==> src/hdl/sir_pkg.sv <==
// sir_pkg: constants, bus carriers and the state record of the sensor
// interface register bank.
// assumes an axi4-lite master with 32-bit data and a 12-bit byte address.
package sir_pkg;

   // ----------------------------------------------------------------
   // register indices and byte addresses
   // ----------------------------------------------------------------
   localparam logic [11:0] IDX_DEBUG = 12'h1b0;
   localparam logic [11:0] IDX_COUNT = 12'h1b2;
   localparam logic [11:0] IDX_VECTOR = 12'h1b4;
   localparam logic [11:0] IDX_CTL1 = 12'h1b6;
   localparam logic [11:0] IDX_CTL2 = 12'h1b8;
   localparam logic [11:0] IDX_CFG = 12'h200;
   localparam logic [11:0] ADDR_DEBUG = 12'(IDX_DEBUG * 4);
   localparam logic [11:0] ADDR_COUNT = 12'(IDX_COUNT * 4);
   localparam logic [11:0] ADDR_VECTOR = 12'(IDX_VECTOR * 4);
   localparam logic [11:0] ADDR_CTL1 = 12'(IDX_CTL1 * 4);
   localparam logic [11:0] ADDR_CTL2 = 12'(IDX_CTL2 * 4);
   localparam logic [11:0] ADDR_CFG = 12'(IDX_CFG * 4);

   // ----------------------------------------------------------------
   // field positions
   // ----------------------------------------------------------------
   localparam int C1_ENABLE = 0;
   localparam int C1_TEST = 1;
   localparam int C1_FLAG_LO = 2;
   localparam int C1_FLAG_HI = 8;
   localparam int C1_IE_LO = 9;
   localparam int C1_IE_HI = 15;
   localparam int F_CHANNEL = 2;
   localparam int F_STOP = 3;
   localparam int F_START = 4;
   localparam int F_CNT1 = 5;
   localparam int F_CNT2 = 6;
   localparam int F_STATE6 = 7;
   localparam int F_STATE7 = 8;
   localparam int C2_GROUND = 9;
   localparam int C2_ALT3 = 10;
   localparam int C2_COMMON = 11;
   localparam int C2_GROUP = 12;
   localparam int C2_INVERT = 13;
   localparam int C2_COMP_ON = 14;
   localparam int C2_DAC_ON = 15;
   localparam int CF_CLEAR = 0;

   // ----------------------------------------------------------------
   // reset values and bus answers
   // ----------------------------------------------------------------
   localparam logic [15:0] RST_REG16 = 16'h0000;
   localparam logic [7:0] RST_CFG = 8'h00;
   localparam logic [1:0] RESP_OKAY = 2'h0;
   localparam logic [1:0] RESP_SLVERR = 2'h2;

   // comparator source seen by the analog side
   typedef enum logic [1:0] {
      SIR_SRC_CHANNEL,
      SIR_SRC_ALT_LOGIC,
      SIR_SRC_ALT_COMMON,
      SIR_SRC_ALT3
   } sir_src_e;

   // ----------------------------------------------------------------
   // bus carriers
   // ----------------------------------------------------------------
   typedef struct packed {
      logic awvalid;
      logic [11:0] awaddr;
      logic wvalid;
      logic [31:0] wdata;
      logic [3:0] wstrb;
      logic bready;
      logic arvalid;
      logic [11:0] araddr;
      logic rready;
   } sir_axi_req_s;

   typedef struct packed {
      logic awready;
      logic wready;
      logic bvalid;
      logic [1:0] bresp;
      logic arready;
      logic rvalid;
      logic [31:0] rdata;
      logic [1:0] rresp;
   } sir_axi_rsp_s;

   // whole state of the register bank
   typedef struct packed {
      sir_axi_rsp_s bus;
      logic awHeld;
      logic wHeld;
      logic [11:0] awAddr;
      logic [15:0] wData;
      logic [1:0] wStrb;
      logic [1:0] debugSel;
      logic [7:0] cnt1;
      logic [7:0] cnt2;
      logic [15:0] vector;
      logic [15:0] ctl1;
      logic [15:0] ctl2;
      logic [7:0] cfg;
      logic stopPrev;
      logic [3:0] outPrev;
      logic irq;
      logic dacPower;
      logic compPower;
      logic compOut;
      sir_src_e compSource;
      logic sampleGnd;
   } sir_state_s;

endpackage

==> src/hdl/sir_regs.sv <==
// sir_regs: software register bank of the sensor scanning interface.
// assumes the timing and processing machines deliver their views and
// one-cycle event pulses synchronous to clock.
//
// Chosen here: register access over AXI4-Lite and the address map.

// Behaviour
// writing debug register bits 1-0 chooses which of four views is read
// view 1 reads zeros in 15-13, tsm pointer 12-8, state bits 7-0
// view 2 reads the current timing machine output word
// view 3 reads zero in bit 15 and bits 11-10
// view 3 bits 14-12 give the index of the active dac register
// view 3 bits 9-0 give the value of the active dac register
// upper counter byte clears while disabled, or on read if enabled
// lower counter byte clears while disabled, or on read if enabled
// vector register holds the first state address of the state machine
// control one bits 15-9 enable interrupts of flags 6 to 0
// flags 6 and 5 set on entering a state with bit 7 or 6
// flag 4 sets on the chosen second counter condition, sticky
// flag 3 sets on the chosen first counter condition, sticky
// flag 2 sets when a timing sequence begins, sticky
// flag 1 sets on each rising edge of the stop signal, sticky
// flag 0 sets on the chosen channel output condition, sticky
// test bit asks for one test cycle and clears when it ends
// control one bit 0 enables the whole interface
// control two bit 15 forces the dac on, else timing machine decides
// control two bit 14 forces the comparator on, else timing decides
// control two bit 13 inverts the comparator output
// bits 12, 11, 10 choose channel, common, alt 3 or logic input
// bit 9 low ties sample ground to its pin, high hands it to timing
// interrupt request is high while any flag and its enable are set
module sir_regs
   import sir_pkg::*;
(
   // clock and reset
   input wire logic clock,
   input wire logic sys_rst,
   // register bus
   input wire sir_axi_req_s axiReq,
   output sir_axi_rsp_s axiRsp,
   // debug views from the state machines
   input wire logic [15:0] psmLastAddr,
   input wire logic [4:0] tsmPointer,
   input wire logic [7:0] psmState,
   input wire logic [15:0] tsmOutput,
   input wire logic [2:0] activeDacIndex,
   input wire logic [9:0] activeDacValue,
   // events
   input wire logic psmStateLoad,
   input wire logic tsmSeqStart,
   input wire logic sequenceStopSignal,
   input wire logic [3:0] channelOutputs,
   input wire logic cnt1Up,
   input wire logic cnt1Down,
   input wire logic cnt2Down,
   input wire logic testCycleDone,
   // analog requests from the timing machine, raw comparator output
   input wire logic tsmDacOn,
   input wire logic tsmCompOn,
   input wire logic tsmSampleGnd,
   input wire logic compRaw,
   // controls out
   output logic interfaceEnable,
   output logic testCycleRequest,
   output logic [15:0] psmVector,
   output logic dacPower,
   output logic compPower,
   output logic compOut,
   output sir_src_e compSource,
   output logic sampleGndByTsm,
   output logic irq
);

   // ----------------------------------------------------------------
   // state
   // ----------------------------------------------------------------
   sir_state_s s;
   sir_state_s next_s;

   // byte lane merge of a 16-bit register
   function automatic logic [15:0] merge16(input logic [15:0] old,
                                           input logic [15:0] data,
                                           input logic [1:0] strb);
      logic [15:0] r;
      r = old;
      if (strb[0]) begin
         r[7:0] = data[7:0];
      end
      if (strb[1]) begin
         r[15:8] = data[15:8];
      end
      return r;
   endfunction

   // ----------------------------------------------------------------
   // next state
   // ----------------------------------------------------------------
   logic writeGo;
   logic readGo;
   logic [11:0] rdAddr;
   logic [11:0] wrAddr;
   logic cntClear;
   logic c1Ev;
   logic c2Ev;
   logic [7:0] c1Base;
   logic [7:0] c2Base;
   logic [7:0] c1New;
   logic [7:0] c2New;
   logic [6:0] flagSet;
   logic [3:0] outRise;
   logic [3:0] outFall;
   logic testWrite;
   logic [15:0] dbgView;

   // bus handshake, register updates and event capture
   always_comb begin
      next_s = s;
      rdAddr = {axiReq.araddr[11:2], 2'h0};
      wrAddr = {s.awAddr[11:2], 2'h0};
      readGo = s.bus.arready && axiReq.arvalid;
      writeGo = s.awHeld && s.wHeld;
      cntClear = 1'b0;
      testWrite = 1'b0;
      flagSet = 7'h00;
      outRise = channelOutputs & ~s.outPrev;
      outFall = ~channelOutputs & s.outPrev;

      // debug view mux
      case (s.debugSel)
         2'h0: dbgView = psmLastAddr;
         // pointer and state bits
         2'h1: dbgView = {3'h0, tsmPointer, psmState};
         // timing output word
         2'h2: dbgView = tsmOutput;
         // active dac view
         default: dbgView = {1'b0, activeDacIndex, 2'h0, activeDacValue};
      endcase

      // write address and data, taken in either order
      if (s.bus.awready && axiReq.awvalid) begin
         next_s.awAddr = axiReq.awaddr;
         next_s.awHeld = 1'b1;
         next_s.bus.awready = 1'b0;
      end
      if (s.bus.wready && axiReq.wvalid) begin
         next_s.wData = axiReq.wdata[15:0];
         next_s.wStrb = axiReq.wstrb[1:0];
         next_s.wHeld = 1'b1;
         next_s.bus.wready = 1'b0;
      end
      if (s.bus.bvalid && axiReq.bready) begin
         next_s.bus.bvalid = 1'b0;
         next_s.bus.awready = 1'b1;
         next_s.bus.wready = 1'b1;
      end

      // register writes
      if (writeGo) begin
         next_s.awHeld = 1'b0;
         next_s.wHeld = 1'b0;
         next_s.bus.bvalid = 1'b1;
         next_s.bus.bresp = RESP_OKAY;
         if (wrAddr == ADDR_DEBUG) begin
            // view select
            if (s.wStrb[0]) begin
               next_s.debugSel = s.wData[1:0];
            end
         end else if (wrAddr == ADDR_COUNT) begin
            {next_s.cnt2, next_s.cnt1} = merge16({s.cnt2, s.cnt1},
                                                  s.wData, s.wStrb);
         end else if (wrAddr == ADDR_VECTOR) begin
            // start vector
            next_s.vector = merge16(s.vector, s.wData, s.wStrb);
         end else if (wrAddr == ADDR_CTL1) begin
            next_s.ctl1 = merge16(s.ctl1, s.wData, s.wStrb);
            testWrite = s.wStrb[0] && s.wData[C1_TEST];
         end else if (wrAddr == ADDR_CTL2) begin
            next_s.ctl2 = merge16(s.ctl2, s.wData, s.wStrb);
         end else if (wrAddr == ADDR_CFG) begin
            if (s.wStrb[0]) begin
               next_s.cfg = s.wData[7:0];
            end
         end else begin
            next_s.bus.bresp = RESP_SLVERR;
         end
      end

      // register reads, answered on the same edge that takes the address
      if (s.bus.rvalid && axiReq.rready) begin
         next_s.bus.rvalid = 1'b0;
         next_s.bus.arready = 1'b1;
      end
      if (readGo) begin
         next_s.bus.arready = 1'b0;
         next_s.bus.rvalid = 1'b1;
         next_s.bus.rresp = RESP_OKAY;
         next_s.bus.rdata = 32'h0000_0000;
         if (rdAddr == ADDR_DEBUG) begin
            next_s.bus.rdata[15:0] = dbgView;
         end else if (rdAddr == ADDR_COUNT) begin
            next_s.bus.rdata[15:0] = {s.cnt2, s.cnt1};
            cntClear = s.cfg[CF_CLEAR];
         end else if (rdAddr == ADDR_VECTOR) begin
            next_s.bus.rdata[15:0] = s.vector;
         end else if (rdAddr == ADDR_CTL1) begin
            next_s.bus.rdata[15:0] = s.ctl1;
         end else if (rdAddr == ADDR_CTL2) begin
            next_s.bus.rdata[15:0] = s.ctl2;
         end else if (rdAddr == ADDR_CFG) begin
            next_s.bus.rdata[7:0] = s.cfg;
         end else begin
            next_s.bus.rresp = RESP_SLVERR;
         end
      end

      // clear on read, then a same-cycle count still lands
      c1Base = cntClear ? 8'h00 : next_s.cnt1;
      c2Base = cntClear ? 8'h00 : next_s.cnt2;
      c1Ev = s.ctl1[C1_ENABLE] && (cnt1Up != cnt1Down);
      c2Ev = s.ctl1[C1_ENABLE] && cnt2Down;
      c1New = cnt1Up ? 8'(c1Base + 8'h01) : 8'(c1Base - 8'h01);
      c2New = 8'(c2Base - 8'h01);
      next_s.cnt1 = c1Ev ? c1New : c1Base;
      next_s.cnt2 = c2Ev ? c2New : c2Base;

      // first counter condition
      case (s.cfg[2:1])
         2'h0: flagSet[F_CNT1 - 2] = c1Ev;
         2'h1: flagSet[F_CNT1 - 2] = c1Ev && (c1New[1:0] == 2'h0);
         2'h2: flagSet[F_CNT1 - 2] = c1Ev && (c1New[5:0] == 6'h00);
         default: flagSet[F_CNT1 - 2] = c1Ev && cnt1Up && (c1Base == 8'hff);
      endcase
      // second counter condition
      case (s.cfg[4:3])
         2'h0: flagSet[F_CNT2 - 2] = c2Ev;
         2'h1: flagSet[F_CNT2 - 2] = c2Ev && (c2New[1:0] == 2'h0);
         2'h2: flagSet[F_CNT2 - 2] = c2Ev && (c2New[5:0] == 6'h00);
         default: flagSet[F_CNT2 - 2] = c2Ev && (c2Base == 8'h01);
      endcase
      // channel output condition, edge chosen by the low bit
      flagSet[F_CHANNEL - 2] = s.cfg[5] ? outFall[s.cfg[7:6]] :
                                          outRise[s.cfg[7:6]];
      // stop signal rising edge
      flagSet[F_STOP - 2] = sequenceStopSignal && !s.stopPrev;
      // sequence start
      flagSet[F_START - 2] = tsmSeqStart;
      // state bits 6 and 7
      flagSet[F_STATE6 - 2] = psmStateLoad && psmState[6];
      flagSet[F_STATE7 - 2] = psmStateLoad && psmState[7];
      next_s.stopPrev = sequenceStopSignal;
      next_s.outPrev = channelOutputs;

      // hardware set wins over a software clear
      next_s.ctl1[C1_FLAG_HI:C1_FLAG_LO] =
         next_s.ctl1[C1_FLAG_HI:C1_FLAG_LO] | flagSet;

      // self clear at end of test cycle unless rewritten now
      if (testCycleDone && !testWrite) begin
         next_s.ctl1[C1_TEST] = 1'b0;
      end

      // counters held clear while disabled
      if (!s.ctl1[C1_ENABLE]) begin
         next_s.cnt1 = 8'h00;
         next_s.cnt2 = 8'h00;
      end

      // masked request
      next_s.irq = |(next_s.ctl1[C1_FLAG_HI:C1_FLAG_LO] &
                     next_s.ctl1[C1_IE_HI:C1_IE_LO]);

      // dac power
      next_s.dacPower = s.ctl2[C2_DAC_ON] || tsmDacOn;
      // comparator power
      next_s.compPower = s.ctl2[C2_COMP_ON] || tsmCompOn;
      // output polarity
      next_s.compOut = compRaw ^ s.ctl2[C2_INVERT];
      // input group choice
      if (!s.ctl2[C2_GROUP]) begin
         next_s.compSource = SIR_SRC_CHANNEL;
      end else if (s.ctl2[C2_COMMON]) begin
         next_s.compSource = SIR_SRC_ALT_COMMON;
      end else if (s.ctl2[C2_ALT3]) begin
         next_s.compSource = SIR_SRC_ALT3;
      end else begin
         next_s.compSource = SIR_SRC_ALT_LOGIC;
      end
      // sample ground hand-over
      next_s.sampleGnd = s.ctl2[C2_GROUND] && tsmSampleGnd;
   end

   // ----------------------------------------------------------------
   // registers
   // ----------------------------------------------------------------
   // synchronous reset to a quiet, ready bus
   always_ff @(posedge clock) begin
      if (sys_rst) begin
         next_s_reset: begin
            s <= '0;
            s.bus.awready <= 1'b1;
            s.bus.wready <= 1'b1;
            s.bus.arready <= 1'b1;
            s.ctl1 <= RST_REG16;
            s.ctl2 <= RST_REG16;
            s.vector <= RST_REG16;
            s.cfg <= RST_CFG;
         end
      end else begin
         s <= next_s;
      end
   end

   // outputs straight from the state record
   assign axiRsp = s.bus;
   assign interfaceEnable = s.ctl1[C1_ENABLE];
   assign testCycleRequest = s.ctl1[C1_TEST];
   assign psmVector = s.vector;
   assign dacPower = s.dacPower;
   assign compPower = s.compPower;
   assign compOut = s.compOut;
   assign compSource = s.compSource;
   assign sampleGndByTsm = s.sampleGnd;
   assign irq = s.irq;
endmodule

==> config.mk <==
export PLATFORM = sky130hd
export DESIGN_NAME = sir_regs
export DESIGN_NICKNAME = d
export VERILOG_FILES = /design/src/hdl/sir_pkg.sv /design/src/hdl/sir_regs.sv
export SDC_FILE = /design/constraint.sdc
export NUM_CORES = 1
export LEC_CHECK = 0
export BUFFER_PORTS_ARGS = -buffer_cell sky130_fd_sc_hd__buf_4
export CAP_MARGIN = 20
export CORE_UTILIZATION = 59
export CTS_BUF_LIST = sky130_fd_sc_hd__clkbuf_8
export DETAILED_ROUTE_END_ITERATION = 12
export PLACE_DENSITY = 0.88
export SKIP_CTS_REPAIR_TIMING = 1
export SYNTH_ARGS = -nofsm -noshare
export SYNTH_HDL_FRONTEND = slang
export SYNTH_SLANG_ARGS = --single-unit
==> constraint.sdc <==
create_clock -name clock -period 10.1 [get_ports clock]
set_input_delay 2.02 -clock clock [delete_from_list [all_inputs] [get_ports clock]]
set_output_delay 2.02 -clock clock [all_outputs]
set_load 0.005 [all_outputs]
==> metrics.csv <==
stage,metric,value,unit
yosys,ys_ff_latch,139,
clocking,clkSinkCount,139,
setup_path,end_kind,flop,
layout,drive_above_1_share,23.1,%
yosys,syn-cell-area,7760,µm²
yosys,ys_seq_area_share,35.9,%
setup_path,critical_path_buf_inv_count,1,
drt,highest_layer,met4,
drt,route.detailed.drc,0,
sta,setup_viol,0,
drt,ant_nets,0,
sta,final_max_slew_viol_count,0,
global_route,overflow,0,
floorplan,initial_core_util,61.0,%
power_and_ir_drop,finalPower,0.00110,W
clocking,cts-root-buf,clkbuf_8,
global_route,grt_max_degree,74,
place,hpwl,15800,µm
layout,final_nets,1159,
min_path,min_from,s[31],
min_path,hp-class,flop to flop,
drt,drt_iter0_drc,780,
yosys,synth_cell_types,70,
drt,viasPerCell,6.05,
setup_path,critical_path_class,primary input to flop,
drt,met3_length,1920,µm
clocking,cts.clk_slew.worst_paths,0.07,ns
min_path,holdPathStages,1,
yosys,synthCells,907,
yosys,synthArstFlopShare,0,%
global_route,grt_pass1_vias,6600,
global_route,grt_use_total,32.1,%
global_route,grt_first_pass_wirelength,32900,µm
sta,rsz0062_at_grt,no,
yosys,synth_largest_area_cell,dfxtp_1,
drt,wl_per_cell,18.0,µm
sta,max_freq,169,MHz
setup_path,timing.rr.start,s[107],
drt,drt_wl_total,21300,µm
setup_path,crit_slowest_cell,and2_1,
yosys,synth_edf_count,0,
place,placed_cell_area,8700,µm²
sta,hold_viol,0,
layout,nFillCells,979,
setup_path,cp_data_required_time,10.45,ns
yosys,ys.flop_type,dfxtp_1,
yosys,yosys.area.top_type_share,35.9,%
setup_path,timing.rr.end,s[83],
setup_path,cp_data_arrival_time,6.28,ns
place,portBuffers,165,
sta,setup_tns,0,ns
clocking,htree_levels,4,
sta,fin_crit_sh,58.7,%
floorplan,dieArea,13600,µm²
clocking,ctsLongestPathBuffers,2,
global_route,antenna_found_initial,0,
job,maxCapViolations,0,
sta,tightest_slew,1.04,ns
floorplan,die_h,117,µm
layout,fin_area,9040,µm²
drt,vias,7192,
clocking,clock_latency,0.46,ns
place,gp_congestion,0.884,
setup_path,critical_path.top_delay_family,simple AND/OR/NAND/NOR gates,
setup_path,slowest_delay,0.79,ns
yosys,avgSynthCellArea,8.56,µm²
clocking,cts_buffers,17,
drt,met2WireLength,10100,µm
power_and_ir_drop,power.density,122,nW/µm²
floorplan,fp.dieW,117,µm
clocking,cts_tree,done,
sta,period_minus_slack,5.93,ns
power_and_ir_drop,power.leakage,3.97,nW
setup_path,crit_fanout,22,
yosys,synth_area_leaders,"dfxtp_1 (36%), mux2i_1 (10%), nor2_1 (6.2%)",
layout,area_delta_synth_final,16.5,%
setup_path,path_cells,buf_4 -> nor3b_2 -> and4_1 -> and2_1 -> a21oi_1 -> ha_1 -> and2_1 -> nor2_1 -> mux2_4 -> o41ai_2 -> o41ai_2 -> mux2i_1 -> mux2_1,
drt,wl_met1,8510,µm
sta,hold_slack,0.463,ns
power_and_ir_drop,peakVddDrop,0.0847,mV
min_path,hold-path-endpoint,compSource[0],
floorplan,ios,206,
yosys,ys.warnings.count,0,
floorplan,coreArea,12700,µm²
outcome,status,completed,
setup_path,reg2reg_depth,12,
setup_path,start_kind,primary input,
sta,clock_skew,0.00884,ns
floorplan,rows,41,
sta,max_slew_margin,30.2,%
drt,dr.pass1.iters,6,
layout,num_antenna_cells,0,
setup_path,r2r_slack,6.31,ns
power breakdown:
part / internal, W / switching, W
sequential: 0.000563 / 0.0000192
clock: 0.000200 / 0.000206
combinational: 0.0000602 / 0.0000548
routing by layer:
layer  GRT usage, %  up-vias
met3           6.80       66
met2           53.7      423
met4           15.9        0
met1           39.2     3364
li1               -     3339
met5              0        -
cell families (layout without fill, tap and decap cells):
family / after synthesis / after routing / synth area share [%]
buffers and inverters: 125 / 217 / 9.08
adders and majority gates: 15 / 15 / 2.51
AOI/OAI and AO/OA: 166 / 166 / 14.3
other: 1 / 18 / 0.0483
and+or+nand+nor: 343 / 343 / 20.9
DFF: 139 / 139 / 35.9
xor gates and xnor gates: 14 / 14 / 1.58
muxes: 104 / 104 / 15.7
Yosys cell counts, types with 11 or more instances:
cell type	count
o21ai_0	17
buf_4	61
clkbuf_1	39
nor3_1	18
a21oi_1	77
dfxtp_1	139
mux4_2	12
ha_1	14
inv_1	16
nor2_1	128
nand2_1	107
mux2i_1	80
nand3_1	11
and2_1	14
cell type report:
class | count | area, µm² | area share [%]
Clock buffer | 19 | 262 | 2.89
Inverter | 16 | 60.1 | 0.664
Timing Repair Buffer | 170 | 1280 | 14.1
Clock inverter | 12 | 85.1 | 0.941
Sequential cell | 139 | 2780 | 30.8
Multi-Input combinational cell | 660 | 4360 | 48.3
Tap cell | 172 | 215 | 2.38
state kept, by name, summed over array words and instances, names as in the netlist:
| signal | flops |
|---|---|
| axiRsp | 23 |
| sampleGndByTsm | 1 |
| testCycleRequest | 1 |
| compSource | 2 |
| interfaceEnable | 1 |
| dacPower | 1 |
| psmVector | 16 |
| s | 91 |
| compOut | 1 |
| compPower | 1 |
| irq | 1 |
worst register-to-register path, stage by stage (launching register included):
cell     delay, ns
dfxtp_1       0.44
or4b_4        0.51
nor4_4        0.49
nand2_1       0.13
a21oi_1       0.33
ha_1          0.34
and2_1        0.20
nor2_1        0.09
mux2_4        0.16
o41ai_2       0.08
o41ai_2       0.32
mux2i_1       0.26
mux2_1        0.33
metrics by stage:
| stage | setup WS (ns) | instances | util, % |
|---|---|---|---|
| after CTS | 4.27 | 1188 | 71.1 |
| after global routing | 3.90 | 1188 | 71.1 |
| after detailed placement | 3.79 | 1157 | 68.4 |
| after global placement | 3.80 | 1157 | 68.4 |
| after floorplan | 4.98 | 924 | - |
| final | 4.17 | 1188 | 71.1 |
layout by cell type (no fill, tap or decap), drive strengths merged, types with 5 or more instances in the layout:
cell / count
buf: 170
dfxtp: 139
nor2: 128
nand2: 108
mux2i: 81
a21oi: 77
inv: 22
clkbuf: 19
nor3: 18
conb: 18
o21ai: 18
and2: 14
ha: 14
mux4: 12
nand3: 11
a211oi: 11
mux2: 11
nand2b: 10
nand4: 10
xnor2: 10
a311oi: 8
and3: 7
a222oi: 7
a221o: 7
a221oi: 6
nand4b: 6
nor2b: 5
worst max path at each step:
stage	startpoint	end	cells past startpoint
after CTS	axiReq[4]	s[83]	13
after global routing	axiReq[4]	s[83]	13
after floorplan	axiReq[4]	s[83]	16
final	axiReq[4]	s[83]	13
after global placement	axiReq[4]	s[83]	13
after detailed placement	axiReq[4]	s[83]	13
(Power assumes the default switching activity.)
